$ cat src/logic/scrb_pkg.sv
// scrb_pkg: offsets, reset values and field positions of the system control register bank
// assumes a 16-bit internal bus with a byte address relative to the peripheral base or absolute for the scr
package scrb_pkg;
  localparam logic [11:0] OFF_SCR_HI = 12'h0f4;
  localparam logic [11:0] OFF_SCR_LO = 12'h0f6;
  localparam logic [11:0] OFF_TMR2_EVT = 12'h859;
  localparam logic [11:0] OFF_CP_CMD = 12'h860;
  localparam logic [11:0] OFF_S1_CFG = 12'h882;
  localparam logic [11:0] OFF_S1_MODE = 12'h884;
  localparam logic [11:0] OFF_S1_SYNC = 12'h886;
  localparam logic [11:0] OFF_S1_EVT = 12'h888;
  localparam logic [11:0] OFF_S1_MASK = 12'h88a;
  localparam logic [11:0] OFF_S1_STAT = 12'h88c;
  localparam logic [11:0] OFF_S2_CFG = 12'h892;
  localparam logic [11:0] OFF_S2_MODE = 12'h894;
  localparam logic [11:0] OFF_S2_SYNC = 12'h896;
  localparam logic [11:0] OFF_S2_EVT = 12'h898;
  localparam logic [11:0] OFF_S2_MASK = 12'h89a;
  localparam logic [11:0] OFF_S2_STAT = 12'h89c;
  localparam logic [11:0] OFF_AUX_MODE = 12'h8b0;
  localparam logic [11:0] OFF_SI_MASK = 12'h8b2;
  localparam logic [11:0] OFF_SI_MODE = 12'h8b4;
  localparam logic [11:0] OFF_PIN_DIR = 12'h8dc;
  localparam logic [11:0] OFF_PIN_VAL = 12'h8de;
  localparam logic [11:0] OFF_S1_CLKDIS = 12'h8ee;
  localparam logic [2:0] FC_SUPER_DATA = 3'h5;
  localparam logic [15:0] RST_CFG = 16'h0004;
  localparam logic [15:0] RST_S1_MODE = 16'h0004;
  localparam logic [15:0] RST_SYNC = 16'h7e7e;
  localparam logic [15:0] RST_SI_MASK = 16'hffff;
  localparam logic [15:0] RST_ZERO16 = 16'h0000;
  localparam logic [7:0] RST_ZERO8 = 8'h00;
  // scr control byte 23..16 and low byte 15..8 after reset: only bus watchdog enable (bit 11) set
  localparam logic [7:0] RST_SCR_CTL = 8'h00;
  localparam logic [7:0] RST_SCR_LOW = 8'h08;
  localparam int BIT_WDOG_EN = 11;
  localparam int BIT_VECGEN = 21;
endpackage

$ cat src/logic/scrb_w1c.sv
// scrb_w1c: W event flags (a byte by default) set by hardware, cleared by writing one
// assumes set pulses on clk_sys; set wins over a same-cycle clear
`timescale 1ns/1ps
`default_nettype none
module scrb_w1c #(
  parameter int W = 8
) (
  input wire logic clk_sys,
  input wire logic clr_rst,
  input wire logic [W-1:0] set_evt,
  input wire logic [W-1:0] clr_mask,
  output logic [W-1:0] flags
);
  logic [W-1:0] flags_r;
  wire logic [W-1:0] flags_nxt = (flags_r & ~clr_mask) | set_evt;
  assign flags = flags_r;
  always_ff @(posedge clk_sys) begin
    if (clr_rst) flags_r <= '0;
    else flags_r <= flags_nxt;
  end
  AST_SET_WINS: assert property (@(posedge clk_sys) disable iff (clr_rst)
    (set_evt != '0) |=> ((flags_r & $past(set_evt)) == $past(set_evt)))
    else $error("event lost against clear");
endmodule
`default_nettype wire

$ cat src/logic/scrb_bank.sv
// scrb_bank: system control register and upper peripheral register block
// assumes a single-cycle internal bus on clk_sys: request valid one cycle, read data next cycle
// Behaviour
// - scr at 0f4, supervisor data only
// - scr bits 31..28 zero, 27..24 status
// - bits 23..16 control enables in order
// - bits 15..8 freezes, sam, wdog enable, count
// - total-reset-only registers keep value on soft reset
// - pin data latch undefined after total reset (this bank clears it to 00)
// - event registers flag hardware events
// - sync pattern 7e7e, configuration 0004
// - si mask ffff, si mode 0000
// - aux serial mode/clock resets to 0000
// - ch1 clock disable 0000, total reset only
// - write one clears status, zero keeps
// - status flags clear on total reset
// - wdog enable resets one, others zero
`timescale 1ns/1ps
`default_nettype none
module scrb_bank
  import scrb_pkg::*;
(
  input wire logic clk_sys,
  input wire logic rst,
  input wire logic rst_total,
  input wire logic bus_req,
  input wire logic bus_wr,
  input wire logic [11:0] bus_addr,
  input wire logic [2:0] bus_fc,
  input wire logic [1:0] bus_be,
  input wire logic [15:0] bus_wdata,
  output logic [15:0] bus_rdata,
  output logic bus_ack,
  input wire logic [3:0] sys_status_evt,
  input wire logic [7:0] tmr2_evt,
  input wire logic [7:0] s1_evt,
  input wire logic [15:0] s2_evt,
  input wire logic [7:0] s1_line,
  input wire logic [7:0] s2_line,
  output logic [7:0] scr_control,
  output logic [7:0] scr_low,
  output logic [7:0] cp_command,
  output logic [15:0] s1_cfg,
  output logic [15:0] s1_mode,
  output logic [15:0] s1_sync,
  output logic [7:0] s1_mask,
  output logic [15:0] s2_cfg,
  output logic [15:0] s2_mode,
  output logic [15:0] s2_sync,
  output logic [7:0] s2_mask,
  output logic [15:0] aux_mode,
  output logic [15:0] si_mask,
  output logic [15:0] si_mode,
  output logic [7:0] pin_dir,
  output logic [7:0] pin_val,
  output logic [15:0] s1_clkdis
);
  // any reset loads ordinary registers with their reset values; total-reset-only ones watch rst_total alone
  wire logic any_rst = rst | rst_total;
  function automatic logic [15:0] lane_merge(input logic [15:0] cur, input logic [15:0] wd, input logic [1:0] be);
    lane_merge = {be[1] ? wd[15:8] : cur[15:8], be[0] ? wd[7:0] : cur[7:0]};
  endfunction

  // scr is only seen in supervisor data space
  wire logic sup = bus_fc == FC_SUPER_DATA;
  wire logic [11:0] wa = {bus_addr[11:1], 1'b0};
  wire logic wr = bus_req & bus_wr;
  wire logic hit_scr_hi = sup & (wa == OFF_SCR_HI);
  wire logic hit_scr_lo = sup & (wa == OFF_SCR_LO);
  function automatic logic hit(input logic [11:0] a, input logic [11:0] off);
    hit = a == {off[11:1], 1'b0};
  endfunction
  wire logic w_scr_hi = wr & hit_scr_hi;
  wire logic w_scr_lo = wr & hit_scr_lo;

  logic [3:0] status_r;
  logic [7:0] scr_ctl_r;
  logic [7:0] scr_low_r;
  logic [7:0] cp_r;
  logic [7:0] s1_mask_r;
  logic [7:0] s2_mask_r;
  logic [7:0] pin_dir_r;
  logic [7:0] pin_val_r;
  logic [15:0] s1_cfg_r;
  logic [15:0] s1_mode_r;
  logic [15:0] s1_sync_r;
  logic [15:0] s2_cfg_r;
  logic [15:0] s2_mode_r;
  logic [15:0] s2_sync_r;
  logic [15:0] aux_r;
  logic [15:0] si_mask_r;
  logic [15:0] si_mode_r;
  logic [15:0] s1_clkdis_r;
  logic [15:0] rdata_r;
  logic ack_r;

  // status sits in the even byte at 0f4, so its clear follows the high lane; event wins over clear
  wire logic [3:0] status_clr = (w_scr_hi & bus_be[1]) ? bus_wdata[11:8] : 4'h0;
  wire logic [3:0] status_nxt = (status_r & ~status_clr) | sys_status_evt;
  always_ff @(posedge clk_sys) begin
    if (rst_total) status_r <= 4'h0;
    else status_r <= status_nxt;
  end

  // hi word: [15:8]=bits 31..24, [7:0]=bits 23..16 (odd byte, low lane)
  // lo word: [15:8]=bits 15..8; its low byte is unused and reads zero
  always_ff @(posedge clk_sys) begin
    if (any_rst) begin
      scr_ctl_r <= RST_SCR_CTL;
      scr_low_r <= RST_SCR_LOW;
    end else begin
      if (w_scr_hi & bus_be[0]) scr_ctl_r <= bus_wdata[7:0];
      if (w_scr_lo & bus_be[1]) scr_low_r <= bus_wdata[15:8];
    end
  end

  wire logic [7:0] t2_clr = (wr & hit(wa, OFF_TMR2_EVT) & bus_be[0]) ? bus_wdata[7:0] : 8'h00;
  wire logic [7:0] s1e_clr = (wr & hit(wa, OFF_S1_EVT) & bus_be[1]) ? bus_wdata[15:8] : 8'h00;
  wire logic [15:0] s2e_clr = (wr & hit(wa, OFF_S2_EVT)) ? {bus_be[1] ? bus_wdata[15:8] : 8'h00,
    bus_be[0] ? bus_wdata[7:0] : 8'h00} : 16'h0000;
  logic [7:0] t2_flags, s1_flags;
  logic [15:0] s2_flags;
  scrb_w1c #(.W(8)) u_t2 (.clk_sys(clk_sys), .clr_rst(any_rst), .set_evt(tmr2_evt), .clr_mask(t2_clr),
    .flags(t2_flags));
  scrb_w1c #(.W(8)) u_s1 (.clk_sys(clk_sys), .clr_rst(any_rst), .set_evt(s1_evt), .clr_mask(s1e_clr),
    .flags(s1_flags));
  scrb_w1c #(.W(16)) u_s2 (.clk_sys(clk_sys), .clr_rst(any_rst), .set_evt(s2_evt), .clr_mask(s2e_clr),
    .flags(s2_flags));

  wire logic w_cp = wr & hit(wa, OFF_CP_CMD) & bus_be[1];
  wire logic w_s1m = wr & hit(wa, OFF_S1_MASK) & bus_be[1];
  wire logic w_s2m = wr & hit(wa, OFF_S2_MASK) & bus_be[1];
  // 8-bit pin registers at even offsets sit in the high lane
  wire logic w_pdir = wr & hit(wa, OFF_PIN_DIR) & bus_be[1];
  wire logic w_pval = wr & hit(wa, OFF_PIN_VAL) & bus_be[1];
  // word registers take each enabled lane on its own
  wire logic w_s1cfg = wr & hit(wa, OFF_S1_CFG);
  wire logic w_s1mode = wr & hit(wa, OFF_S1_MODE);
  wire logic w_s1sync = wr & hit(wa, OFF_S1_SYNC);
  wire logic w_s2cfg = wr & hit(wa, OFF_S2_CFG);
  wire logic w_s2mode = wr & hit(wa, OFF_S2_MODE);
  wire logic w_s2sync = wr & hit(wa, OFF_S2_SYNC);
  wire logic w_aux = wr & hit(wa, OFF_AUX_MODE);
  wire logic w_serial_iface_mask = wr & hit(wa, OFF_SI_MASK);
  wire logic w_serial_iface_mode = wr & hit(wa, OFF_SI_MODE);
  wire logic w_clkdis = wr & hit(wa, OFF_S1_CLKDIS);

  // ordinary registers, loaded with their reset values by either reset
  always_ff @(posedge clk_sys) begin
    if (any_rst) begin
      cp_r <= RST_ZERO8;
      s1_cfg_r <= RST_CFG;
      s1_mode_r <= RST_S1_MODE;
      s1_sync_r <= RST_SYNC;
      s1_mask_r <= RST_ZERO8;
      s2_cfg_r <= RST_CFG;
      s2_mode_r <= RST_ZERO16;
      s2_sync_r <= RST_SYNC;
      s2_mask_r <= RST_ZERO8;
      aux_r <= RST_ZERO16;
    end else begin
      if (w_cp) cp_r <= bus_wdata[15:8];
      if (w_s1cfg) s1_cfg_r <= lane_merge(s1_cfg_r, bus_wdata, bus_be);
      if (w_s1mode) s1_mode_r <= lane_merge(s1_mode_r, bus_wdata, bus_be);
      if (w_s1sync) s1_sync_r <= lane_merge(s1_sync_r, bus_wdata, bus_be);
      if (w_s1m) s1_mask_r <= bus_wdata[15:8];
      if (w_s2cfg) s2_cfg_r <= lane_merge(s2_cfg_r, bus_wdata, bus_be);
      if (w_s2mode) s2_mode_r <= lane_merge(s2_mode_r, bus_wdata, bus_be);
      if (w_s2sync) s2_sync_r <= lane_merge(s2_sync_r, bus_wdata, bus_be);
      if (w_s2m) s2_mask_r <= bus_wdata[15:8];
      if (w_aux) aux_r <= lane_merge(aux_r, bus_wdata, bus_be);
    end
  end

  // total-reset-only registers survive the soft reset instruction
  always_ff @(posedge clk_sys) begin
    if (rst_total) begin
      si_mask_r <= RST_SI_MASK;
      si_mode_r <= RST_ZERO16;
      pin_dir_r <= RST_ZERO8;
      s1_clkdis_r <= RST_ZERO16;
    end else begin
      if (w_serial_iface_mask) si_mask_r <= lane_merge(si_mask_r, bus_wdata, bus_be);
      if (w_serial_iface_mode) si_mode_r <= lane_merge(si_mode_r, bus_wdata, bus_be);
      if (w_pdir) pin_dir_r <= bus_wdata[15:8];
      if (w_clkdis) s1_clkdis_r <= lane_merge(s1_clkdis_r, bus_wdata, bus_be);
    end
  end

  // data latch cleared anyway so outputs are defined; software must not rely on it
  always_ff @(posedge clk_sys) begin
    if (rst_total) pin_val_r <= RST_ZERO8;
    else if (w_pval) pin_val_r <= bus_wdata[15:8];
  end

  // read mux; anything not decoded reads zero and ack still comes
  logic [15:0] rd_mux;
  always_comb begin
    rd_mux = 16'h0000;
    if (hit_scr_hi) rd_mux = {4'h0, status_r, scr_ctl_r};
    else if (hit_scr_lo) rd_mux = {scr_low_r, 8'h00};
    else if (hit(wa, OFF_TMR2_EVT)) rd_mux = {8'h00, t2_flags};
    else if (hit(wa, OFF_CP_CMD)) rd_mux = {cp_r, 8'h00};
    else if (hit(wa, OFF_S1_CFG)) rd_mux = s1_cfg_r;
    else if (hit(wa, OFF_S1_MODE)) rd_mux = s1_mode_r;
    else if (hit(wa, OFF_S1_SYNC)) rd_mux = s1_sync_r;
    else if (hit(wa, OFF_S1_EVT)) rd_mux = {s1_flags, 8'h00};
    else if (hit(wa, OFF_S1_MASK)) rd_mux = {s1_mask_r, 8'h00};
    else if (hit(wa, OFF_S1_STAT)) rd_mux = {s1_line, 8'h00};
    else if (hit(wa, OFF_S2_CFG)) rd_mux = s2_cfg_r;
    else if (hit(wa, OFF_S2_MODE)) rd_mux = s2_mode_r;
    else if (hit(wa, OFF_S2_SYNC)) rd_mux = s2_sync_r;
    else if (hit(wa, OFF_S2_EVT)) rd_mux = s2_flags;
    else if (hit(wa, OFF_S2_MASK)) rd_mux = {s2_mask_r, 8'h00};
    else if (hit(wa, OFF_S2_STAT)) rd_mux = {s2_line, 8'h00};
    else if (hit(wa, OFF_AUX_MODE)) rd_mux = aux_r;
    else if (hit(wa, OFF_SI_MASK)) rd_mux = si_mask_r;
    else if (hit(wa, OFF_SI_MODE)) rd_mux = si_mode_r;
    else if (hit(wa, OFF_PIN_DIR)) rd_mux = {pin_dir_r, 8'h00};
    else if (hit(wa, OFF_PIN_VAL)) rd_mux = {pin_val_r, 8'h00};
    else if (hit(wa, OFF_S1_CLKDIS)) rd_mux = s1_clkdis_r;
  end

  always_ff @(posedge clk_sys) begin
    if (any_rst) begin
      rdata_r <= RST_ZERO16;
      ack_r <= 1'b0;
    end else begin
      ack_r <= bus_req;
      if (bus_req & ~bus_wr) rdata_r <= rd_mux;
    end
  end

  assign bus_rdata = rdata_r;
  assign bus_ack = ack_r;
  assign scr_control = scr_ctl_r;
  assign scr_low = scr_low_r;
  assign cp_command = cp_r;
  assign s1_cfg = s1_cfg_r;
  assign s1_mode = s1_mode_r;
  assign s1_sync = s1_sync_r;
  assign s1_mask = s1_mask_r;
  assign s2_cfg = s2_cfg_r;
  assign s2_mode = s2_mode_r;
  assign s2_sync = s2_sync_r;
  assign s2_mask = s2_mask_r;
  assign aux_mode = aux_r;
  assign si_mask = si_mask_r;
  assign si_mode = si_mode_r;
  assign pin_dir = pin_dir_r;
  assign pin_val = pin_val_r;
  assign s1_clkdis = s1_clkdis_r;

  AST_SCR_READ_HI: assert property (@(posedge clk_sys) disable iff (any_rst)
    (bus_req & ~bus_wr & hit_scr_hi) |=> (bus_rdata[15:12] == 4'h0 && bus_rdata[11:8] == $past(status_r)))
    else $error("scr high read wrong");
  AST_SCR_FC: assert property (@(posedge clk_sys) disable iff (any_rst)
    (bus_req & ~bus_wr & (bus_fc != FC_SUPER_DATA) & (wa == OFF_SCR_HI)) |=> (bus_rdata == 16'h0000))
    else $error("scr visible outside supervisor data");
  AST_STATUS_W1C: assert property (@(posedge clk_sys) disable iff (rst_total)
    (w_scr_hi & bus_be[1] & (sys_status_evt == 4'h0)) |=> ((status_r & $past(bus_wdata[11:8])) == 4'h0))
    else $error("status flag not cleared by one");
  AST_STATUS_KEEP: assert property (@(posedge clk_sys) disable iff (rst_total)
    (w_scr_hi & bus_be[1]) |=> ((status_r & ~$past(bus_wdata[11:8])) == ($past(status_r) & ~$past(bus_wdata[11:8]))
    || (sys_status_evt != 4'h0) || ($past(sys_status_evt) != 4'h0)))
    else $error("status flag changed by zero");
  AST_TOTAL_RST: assert property (@(posedge clk_sys) rst_total |=> (status_r == 4'h0 && si_mask == RST_SI_MASK
    && s1_clkdis == RST_ZERO16 && si_mode == RST_ZERO16))
    else $error("total reset values wrong");
  AST_SOFT_KEEP: assert property (@(posedge clk_sys) (rst & ~rst_total & ~$past(rst_total)) |=>
    (si_mask == $past(si_mask) && s1_clkdis == $past(s1_clkdis) && pin_dir == $past(pin_dir)))
    else $error("soft reset touched total-reset register");
  AST_RST_VALUES: assert property (@(posedge clk_sys) any_rst |=> (scr_low[BIT_WDOG_EN-8] && s1_sync == RST_SYNC
    && s2_sync == RST_SYNC && s1_cfg == RST_CFG && s2_cfg == RST_CFG && aux_mode == RST_ZERO16
    && scr_control == RST_SCR_CTL))
    else $error("reset values wrong");
  AST_RSVD_ZERO: assert property (@(posedge clk_sys) disable iff (any_rst)
    (bus_req & ~bus_wr & (wa == 12'h8a0)) |=> (bus_ack && bus_rdata == 16'h0000))
    else $error("reserved slot not zero");
  AST_LOW_LANE: assert property (@(posedge clk_sys) disable iff (any_rst)
    (wr & hit(wa, OFF_PIN_DIR) & ~bus_be[1]) |=> (pin_dir == $past(pin_dir)))
    else $error("pin direction written from wrong lane");
  // handshake: every request is answered once, one cycle later, mapped or not
  AST_ACK_NEXT: assert property (@(posedge clk_sys) disable iff (any_rst)
    bus_req |=> bus_ack)
    else $error("request not acknowledged");
  AST_ACK_ONLY: assert property (@(posedge clk_sys) disable iff (any_rst)
    !bus_req |=> !bus_ack)
    else $error("acknowledge without request");
  AST_RDATA_HOLD: assert property (@(posedge clk_sys) disable iff (any_rst)
    (!bus_req || bus_wr) |=> $stable(bus_rdata))
    else $error("read data moved without a read");
  AST_SCR_LO_READ: assert property (@(posedge clk_sys) disable iff (any_rst)
    (bus_req & ~bus_wr & hit_scr_lo) |=> (bus_rdata == {$past(scr_low), 8'h00}))
    else $error("scr low read wrong");
  AST_SCR_CTL_WR: assert property (@(posedge clk_sys) disable iff (any_rst)
    (w_scr_hi & bus_be[0]) |=> (scr_control == $past(bus_wdata[7:0])))
    else $error("scr control byte not written");
  AST_SCR_LO_WR: assert property (@(posedge clk_sys) disable iff (any_rst)
    (w_scr_lo & bus_be[1]) |=> (scr_low == $past(bus_wdata[15:8])))
    else $error("scr low byte not written");
  AST_SCR_NONSUP: assert property (@(posedge clk_sys) disable iff (any_rst)
    (wr & ~sup & (wa == OFF_SCR_HI)) |=> (scr_control == $past(scr_control)))
    else $error("scr written outside supervisor data");
  AST_STATUS_SET: assert property (@(posedge clk_sys) disable iff (rst_total)
    (sys_status_evt != 4'h0) |=> ((status_r & $past(sys_status_evt)) == $past(sys_status_evt)))
    else $error("status event lost");
  AST_EVT_SET: assert property (@(posedge clk_sys) disable iff (any_rst)
    (tmr2_evt != 8'h00 || s1_evt != 8'h00) |=> ((t2_flags & $past(tmr2_evt)) == $past(tmr2_evt)
    && (s1_flags & $past(s1_evt)) == $past(s1_evt)))
    else $error("event flag not set");
  AST_S2_CLEAR: assert property (@(posedge clk_sys) disable iff (any_rst)
    (wr & hit(wa, OFF_S2_EVT) & (bus_be == 2'b11) & (s2_evt == 16'h0000)) |=> ((s2_flags & $past(bus_wdata)) == 16'h0000))
    else $error("channel 2 event not cleared");
  AST_T2_LANE: assert property (@(posedge clk_sys) disable iff (any_rst)
    (wr & hit(wa, OFF_TMR2_EVT) & ~bus_be[0]) |=> (t2_flags == ($past(t2_flags) | $past(tmr2_evt))))
    else $error("timer event cleared from wrong lane");
  AST_CP_WR: assert property (@(posedge clk_sys) disable iff (any_rst)
    w_cp |=> (cp_command == $past(bus_wdata[15:8])))
    else $error("command byte not written from high lane");
  AST_AUX_LANE: assert property (@(posedge clk_sys) disable iff (any_rst)
    (w_aux & (bus_be == 2'b01)) |=> (aux_mode[15:8] == $past(aux_mode[15:8])
    && aux_mode[7:0] == $past(bus_wdata[7:0])))
    else $error("aux mode lane write wrong");
  AST_MODE_RST: assert property (@(posedge clk_sys) any_rst |=> (s1_mode == RST_S1_MODE
    && s2_mode == RST_ZERO16 && cp_command == RST_ZERO8 && s1_mask == RST_ZERO8
    && s2_mask == RST_ZERO8))
    else $error("mode or mask reset value wrong");
  AST_PIN_RST: assert property (@(posedge clk_sys)
    rst_total |=> (pin_dir == RST_ZERO8 && pin_val == RST_ZERO8))
    else $error("pin registers not cleared by total reset");
  AST_CLKDIS_WR: assert property (@(posedge clk_sys) disable iff (rst_total)
    (w_clkdis & (bus_be == 2'b11)) |=> (s1_clkdis == $past(bus_wdata)))
    else $error("clock disable not written");
  AST_SI_WR: assert property (@(posedge clk_sys) disable iff (rst_total)
    (w_serial_iface_mask & (bus_be == 2'b11)) |=> (si_mask == $past(bus_wdata)))
    else $error("serial iface mask not written");
  AST_RSVD_WR: assert property (@(posedge clk_sys) disable iff (any_rst)
    (wr & (wa == 12'h8a0)) |=> (s2_sync == $past(s2_sync) && aux_mode == $past(aux_mode)))
    else $error("reserved write reached a register");
  AST_EVT_RST: assert property (@(posedge clk_sys)
    any_rst |=> (t2_flags == RST_ZERO8 && s1_flags == RST_ZERO8 && s2_flags == RST_ZERO16))
    else $error("event flags not cleared by reset");
endmodule
`default_nettype wire

$ cat config.mk
export PLATFORM = sky130hd
export DESIGN_NAME = scrb_bank
export DESIGN_NICKNAME = d
export VERILOG_FILES = /design/src/logic/scrb_pkg.sv /design/src/logic/scrb_w1c.sv /design/src/logic/scrb_bank.sv
export SDC_FILE = /design/constraint.sdc
export NUM_CORES = 1
export LEC_CHECK = 0
export BUFFER_PORTS_ARGS = -buffer_cell sky130_fd_sc_hd__buf_2
export CORE_MARGIN = 4
export CORE_UTILIZATION = 35
export DETAILED_ROUTE_END_ITERATION = 10
export GPL_TIMING_DRIVEN = 0
export SYNTH_ARGS = -nofsm -noshare
export SYNTH_HDL_FRONTEND = slang
export SYNTH_SLANG_ARGS = --single-unit
$ cat constraint.sdc
create_clock -name clk_sys -period 2.2 [get_ports clk_sys]
set_input_delay 0.33 -clock clk_sys [delete_from_list [all_inputs] [get_ports clk_sys]]
set_output_delay 0.33 -clock clk_sys [all_outputs]
set_load 0.05 [all_outputs]
==> results of run 1 <==
==> flip-flops by register name (all words and copies together) (netlist names), 16 cells and up <==
signal,cells
bus_rdata,16
s2_mode,16
s1_mode,16
s1_sync,16
aux_mode,16
s2_sync,16
u_s2.flags,16
s2_cfg,16
si_mode,16
s1_cfg,16
s1_clkdis,16
si_mask,16
==> kinds of logic after synthesis <==
family,synth area share (%)
xor+xnor,0.0712
buf+inv,4.10
mux,4.73
simple gates,27.5
flops,43.8
compound gates,19.9
==> worst max path at each step <==
stage / startpoint / end / slack, ns / cells past startpoint
after floorplan: bus_addr[9] / bus_rdata[14]$_SDFFE_PP0P_ / -0.03 / 9
after global placement: bus_addr[2] / scr_control[4]$_SDFFE_PP0P_ / -1.35 / 10
after detailed placement: bus_addr[2] / scr_control[3]$_SDFFE_PP0P_ / -1.32 / 10
after CTS: bus_addr[5] / bus_rdata[7]$_SDFFE_PP0P_ / 0.009 / 9
after global routing: bus_addr[6] / bus_rdata[7]$_SDFFE_PP0P_ / -0.06 / 10
final: rst_total / scr_control[3]$_SDFFE_PP0P_ / -0.02 / 6
==> worst max-delay path: stages <==
cell and delay, ns:
clkbuf_1 0.35, or2_2 0.23, clkbuf_1 0.31, clkbuf_1 0.59, clkbuf_1 0.71, a21oi_1 0.09
==> where the power goes <==
part,internal [W],switching (W),leakage [nW]
registers,0.00491,0.0000287,2.18
clock network,0.00318,0.00221,0.520
logic,0.000220,0.000602,3.68
==> synth_stat cells (all sizes together) (21+ instances only) <==
cell type  number
nand2         385
dfxtp         269
a21oi         195
nor2          141
clkbuf         85
nand3          83
mux2i          57
buf            35
o21ai          34
a221oi         29
nor2b          25
a22oi          23
o22ai          21
==> through the flow <==
| stage | power [W] | worst slack (ns) |
|---|---|---|
| 6_report | 0.0111 | -0.0158 |
| 5_1_grt | 0.0114 | -0.0621 |
| 4_1_cts | 0.0111 | 0.00851 |
| 3_5_place_dp | 0.00577 | -1.32 |
| 3_3_place_gp | 0.00577 | -1.35 |
| 2_1_floorplan | 0.00539 | -0.0289 |
==> cell type report <==
class | count | area, sq um
tap | 455 | 569
inverter | 4 | 15.0
antenna | 1 | 2.50
multi-input combinational | 1185 | 6700
clock buffer | 38 | 842
buffer | 117 | 561
fill | 3538 | 18400
sequential | 269 | 5390
timing repair buffer | 356 | 1970
clock inverter | 18 | 205
==> timing repair <==
item	4_1_cts	5_1_grt
setup buffers	15	5
hold buffers	27	0
setup endpoints to repair	238	122
pin swaps	6	6
endpoints found under the hold margin	27	0
resized for setup	49	56
==> layer usage <==
| metal | global-route usage, % | part of all wire [%] | vias to the layer above |
|---|---|---|---|
| met5 | 0 | 0 | - |
| met4 | 11.6 | 4.3 | 0 |
| met3 | 7.35 | 10 | 143 |
| met2 | 49.8 | 44 | 864 |
| met1 | 43.7 | 41 | 6892 |
| li1 | - | - | 6350 |
==> summary.md, run 1 <==
| Metric | Value |
|---|---|
| Slew headroom | 20.3% |
| Die ar. | 38,200 sq um |
| Crit path time final | 2.22 ns |
| Worst Tran Pin Value | 1.20 ns |
| Initial antenna violation count | 1 |
| Mapped cell area | 12,300 sq um |
| Synth Flop Type | dfxtp_1 |
| Layout cells sized above 1 | roughly 25% |
| Routed wire length | 65,100 microns |
| Vias in the first global route | 13,500 |
| Hold EP | u_s2.flags[14]$_SDFF_PP0_ |
| I/O Pins | 323 |
| Startpoint Class | primary input |
| H-tree Lvls | 1 |
| Placed Cells | 2,342 |
| Setup Skew | just over 0.01 ns |
| R2R depth | 7 |
| Max Cap Viol | 0 |
| Min-delay worst type | in -> reg |
| Initial DRC Count | 1,489 |
| Synth Warn # | 0 |
| Core Box Area | 34,600 sq um |
| Number of synthesized register bits | 269 |
| Final Hold Fails | 0 |
| Post-DP Area | 14,500 sq um |
| Reg-to-Reg Start | pin_dir[3]$_SDFFE_PP0P_ |
| Arr. time, crit path | 2.62 ns |
| Via count | 14,200 |
| Register area share after synthesis | 43.8% |
| Wirelength per Cell | about 27 microns |
| Ys async rst share | 0% |
| Commonest non-fill, non-tap cell in the layout | nand2_1 |
| Worst-case clock buffer depth | 3 |
| IO Port Bufs | 309 |
| Hold slack | about 0.0063 ns |
| Antenna-violating nets left | 0 |
| Vias per cell | 5.83 |
| Most frequent cells in the layout | nand2_1, buf_2, dfxtp_1 |
| Die height | about 200 microns |
| Synth top area share | 43.8% |
| Hold Path Origin | s2_evt[14] |
| Synth unique cells | 72 |
| # clock sinks | 269 |
| CP Capture Type | register |
| Outcome | finished, violations left |
| First-pass GRT wire length | 93,100 microns |
| Pleak | 6.38 nW |
| CTS tree | done |
| GRT overflow | 0 |
| Non-filler instance count after layout | around 2,400 |
| Final core area utilization | roughly 47% |
| DR DRC count | 0 |
| Crit Path Class | in -> reg |
| Synth top area cells | dfxtp_1, nand2_1, a21oi_1 |
| PwrDens | 686 nW/um^2 |
| Failing checks | negative setup slack |
| Routability cong. | 0.993 |
| Reg clk slew, reported paths | 0.06 ns |
| Setup total negative slack | -0.0360 ns |
| Max frequency | 451 MHz |
| Final HPWL DP | 49,000 microns |
| Area growth, synth to finish | 32.0% |
| Data required, critical path | 2.61 ns |
| Post-route cell area | 16,200 sq um |
| R2r endpoint | bus_rdata[11]$_SDFFE_PP0P_ |
| Largest net degree at the start of global routing | 20 |
| Number of synthesized flops with an enable pin | 0 |
| Syn Nets | 1,668 |
| Num CTS Buffers | 30 |
| GRT Total Usage | 32.0% |
| Synthesized instance count | 1,578 |
| Final worst-path setup slack | -0.0158 ns |
| CTS root buffer | clkbuf_16 |
| Initial Utilization | 35.5% |
| VDD IR max | 564 uV |
| DIE WIDTH | about 200 microns |
| Worst-path maximum fanout | 10 |
| Unrepaired setup endpoints after global routing | true |
| Rows | 68 |
| Largest area contributor in the netlist | dfxtp_1 |
| Tcrit/Tclk final | 101% |
| # setup viols final | 4 |
| Worst-skew pair later-pin latency | ~0.57 ns |
| Slew Viols, Final | 0 |
| Syn avg cell area | between 7 and 8 sq um |
| Layout net count | 2,053 |
| DR pass1 iterations | 5 |
| R2R setup slack | 0.44 ns |
| WHS Path Cells | 3 |
No activity file was read; power rests on OpenSTA's default activity.
==> run 2, diff against run 1 <==
Settings changed: PLACE_DENSITY from default to 0.64.
==> run 2 against run 1 <==
Effect of this change: the flow now finishes without violations; power decreased by 2.1%; clock power decreased by 4.1%; non-clock buffer count decreased by 12; wire length decreased by 1.1%; critical path depth unchanged; global-route usage decreased by 0.54 points.
==> summary.md, run 2 (synthesis results as in run 1) <==
| Metric | Value |
|---|---|
| Outcome | complete, no violations |
| Buf+Inv Stages, Crit Path | 2 (-2) |
| Pleak | 6.28 nW (-1.5%) |
| Final core area utilization | 46.3% (-0.59 points) |
| Slew headroom | 21.6% (+1.4 points) |
| Setup Skew | 0.0125 ns (+0.00228 ns) |
| Tcrit/Tclk final | 99.9% (-0.81 points) |
| Power share of the combinational group | 7.4% (about the same) |
| R2R setup slack | 0.36 ns (-0.08 ns) |
| Most frequent cells in the layout | nand2_1, buf_2, dfxtp_1 |
| Clock power share | 47.4% (-0.9 points) |
| Routed wire length | 64,400 microns (-1.1%) |
| Final Hold Fails | 0 (unchanged) |
| DIE WIDTH | 196 microns (unchanged) |
| Startpoint Class | primary input |
| Max frequency | 455 MHz (+0.81%) |
| Unrepaired setup endpoints after global routing | true |
| Area growth, synth to finish | 30.3% |
| # setup viols final | 0 (-4) |
| Switching Share | 25.3% (-0.21 points) |
| Slew Viols, Final | 0 (unchanged) |
| IO Port Bufs | 309 (unchanged) |
| Psw | 0.00276 W (-2.9%) |
| Vias in the first global route | 13,500 (-0.089%) |
| Wirelength per Cell | 26.5 microns (-0.49%) |
| Vias per cell | 5.95 (+1.9%) |
| Min-delay worst type | in -> reg |
| Max stage delay on crit path | 0.73 ns (+0.02 ns) |
| I/O Pins | 323 (unchanged) |
| Worst Tran Pin Value | 1.18 ns (-0.0205 ns) |
| Reg power frac | 45.2% (+0.9 points) |
| First-pass GRT wire length | 91,500 microns (-1.7%) |
| GRT overflow | 0 (unchanged) |
| Stages on worst setup path | 6 (unchanged) |
| PwrDens | 681 nW/um^2 (-0.82%) |
| Arr. time, crit path | 2.68 ns (+0.06 ns) |
| Routability cong. | 1.00 (+1.1%) |
| Pre-CTS setup slack | -1.50 ns (-0.175 ns) |
| Initial DRC Count | 1,724 (+16%) |
| Rows | 68 (unchanged) |
| Final worst-path setup slack | 0.00197 ns (+0.0178 ns) |
| Internal | 0.00816 W (-1.8%) |
| Total power draw | 0.0109 W (-2.1%) |
| Critical path's slowest cell | nor2_1 |
| GRT Total Usage | 31.5% (-0.54 points) |
| Die ar. | 38,200 sq um (unchanged) |
| Die height | 196 microns (unchanged) |
| Crit path from | bus_req |
| Initial antenna violation count | 2 (+1) |
| CTS tree | done |
| Antenna-violating nets left | 0 (unchanged) |
| Final HPWL DP | 48,500 microns (-1.0%) |
| DRT met1 WL | 25,800 microns (-3.5%) |
| Via count | 14,400 (+1.3%) |
| DR pass1 iterations | 5 (unchanged) |
| # clock sinks | 269 (unchanged) |
| Crit-path cells | buf_2 > nand3_1 > clkbuf_1 > nor2_1 > nand2_1 > a21oi_1 |
| Max Cap Viol | 0 (unchanged) |
| Crit path time final | 2.20 ns (-0.0178 ns) |
| Layout net count | 2,041 (-0.58%) |
| Initial Utilization | 35.5% (unchanged) |
| Reg clk slew, reported paths | 0.06 ns (about the same) |
| R2R depth | 4 (-3) |
| CTS root buffer | clkbuf_16 |
| Largest net degree at the start of global routing | 15 (-25%) |
| CP Capture Type | register |
| Metal2 WL | 27,700 microns (-3.4%) |
| Top delay family on crit path | simple AND/OR/NAND/NOR gates |
| Crit Path Class | in -> reg |
| Core Box Area | 34,600 sq um (unchanged) |
| Layout cells sized above 1 | 24.2% (-0.82 points) |
| Reg-to-Reg Start | s2_cfg[13]$_SDFFE_PP0P_ |
| Worst-path maximum fanout | 10 (unchanged) |
| H-tree Lvls | 1 (unchanged) |
| Met3 wire length | 7350 microns (+8.4%) |
| Top Metal Used | met4 |
| Filler cells | 3,537 (-0.028%) |
| R2r endpoint | bus_rdata[13]$_SDFFE_PP0P_ |
| Num CTS Buffers | 30 (unchanged) |
| DR DRC count | 0 (unchanged) |
| Data required, critical path | 2.68 ns (+0.07 ns) |
| Worst-case clock buffer depth | 3 (unchanged) |
| VDD IR max | 591 uV (+4.8%) |
| Worst-skew pair later-pin latency | 0.57 ns (about the same) |
| CP Capture Point | aux_mode[12]$_SDFFE_PP0P_ |
| Commonest non-fill, non-tap cell in the layout | nand2_1 |
[run 2: changes by cell type in the layout (fill, tap and decap cells not counted), sizes merged]
cell / previous run / this run
clkbuf: 125 / 130
dlygate4sd3: 27 / 21
bufinv: 4 / 1
diode: 1 / 2
clkinv: 11 / 6
inv: 5 / 4
buf: 359 / 355
clkinvlp: 2 / 1
[run 2: what timing repair did]
| item | 4_1_cts | 5_1_grt |
|---|---|---|
| setup buffers | 4 | 8 |
| hold buffers | 21 | 0 |
| gates resized for setup | 50 | 45 |
| pin swaps | 2 | 8 |
| endpoints found under the setup margin | 216 | 152 |
| cloned | 0 | 0 |
| hold endpoints to repair | 21 | 0 |
[run 2: power groups by stage]
stage	Sequential [W]	Combinational, W	Clock [W]
final	0.00494	0.000806	0.00517
after global routing	0.00494	0.000829	0.00535
after CTS	0.00494	0.000760	0.00516
after detailed placement	0.00505	0.000717	0
after global placement	0.00504	0.000713	0
after floorplan	0.00506	0.000329	0
[run 2: area by class of cell]
cell class / instances / area [sq um] / share of cell area, %
Sequential cell: 269 / 5390 / 33.6
Multi-Input combinational cell: 1185 / 6650 / 41.5
Clock buffer: 45 / 938 / 5.85
Inverter: 4 / 15.0 / 0.0936
Antenna cell: 2 / 5.00 / 0.0312
Tap cell: 455 / 569 / 3.55
Clock inverter: 8 / 71.3 / 0.445
Timing Repair Buffer: 342 / 1850 / 11.5
Buffer: 119 / 559 / 3.49
[run 2: stage by stage]
stage / setup TNS (ns) / instance area (sq um) / std cells / hold slack (ns)
6_report: 0 / 16000 / 2429 / 0.00389
2_1_floorplan: -0.0435 / 12300 / 1578 / 0.446
3_5_place_dp: -205.80 / 14500 / 2342 / 0.461
5_1_grt: -0.130 / 16000 / 2429 / 0.0111
3_3_place_gp: -225.18 / 14500 / 2342 / 0.451
4_1_cts: 0 / 15800 / 2419 / 0.000771
[run 2: how the worst min path moves through the flow]
stage                           startpoint                           to  slack (ns)  cells past startpoint
2_1_floorplan    u_s2.flags[14]$_SDFF_PP0_    u_s2.flags[14]$_SDFF_PP0_        0.45                      2
3_3_place_gp       s2_sync[8]$_SDFFE_PP0P_      s2_sync[8]$_SDFFE_PP0P_        0.45                      2
3_5_place_dp   scr_control[6]$_SDFFE_PP0P_  scr_control[6]$_SDFFE_PP0P_        0.46                      2
4_1_cts                          s2_evt[7]     u_s2.flags[7]$_SDFF_PP0_      0.0008                      3
5_1_grt                          s2_evt[7]     u_s2.flags[7]$_SDFF_PP0_        0.01                      3
6_report                         s2_evt[7]     u_s2.flags[7]$_SDFF_PP0_       0.004                      3
[run 2: per-layer routing]
metal / vias to the layer above / global-route usage (%)
met1: 6937 / 42.1
met2: 1007 / 48.2
met5: - / 0
li1: 6321 / -
met3: 176 / 7.57
met4: 0 / 14.4
[run 2: worst reg2reg max path, stage by stage, from the launching register on]
cell	delay [ns]
dfxtp_1	0.36
a221oi_1	0.61
o2111ai_1	0.41
nand4b_1	0.21
a31oi_1	0.09
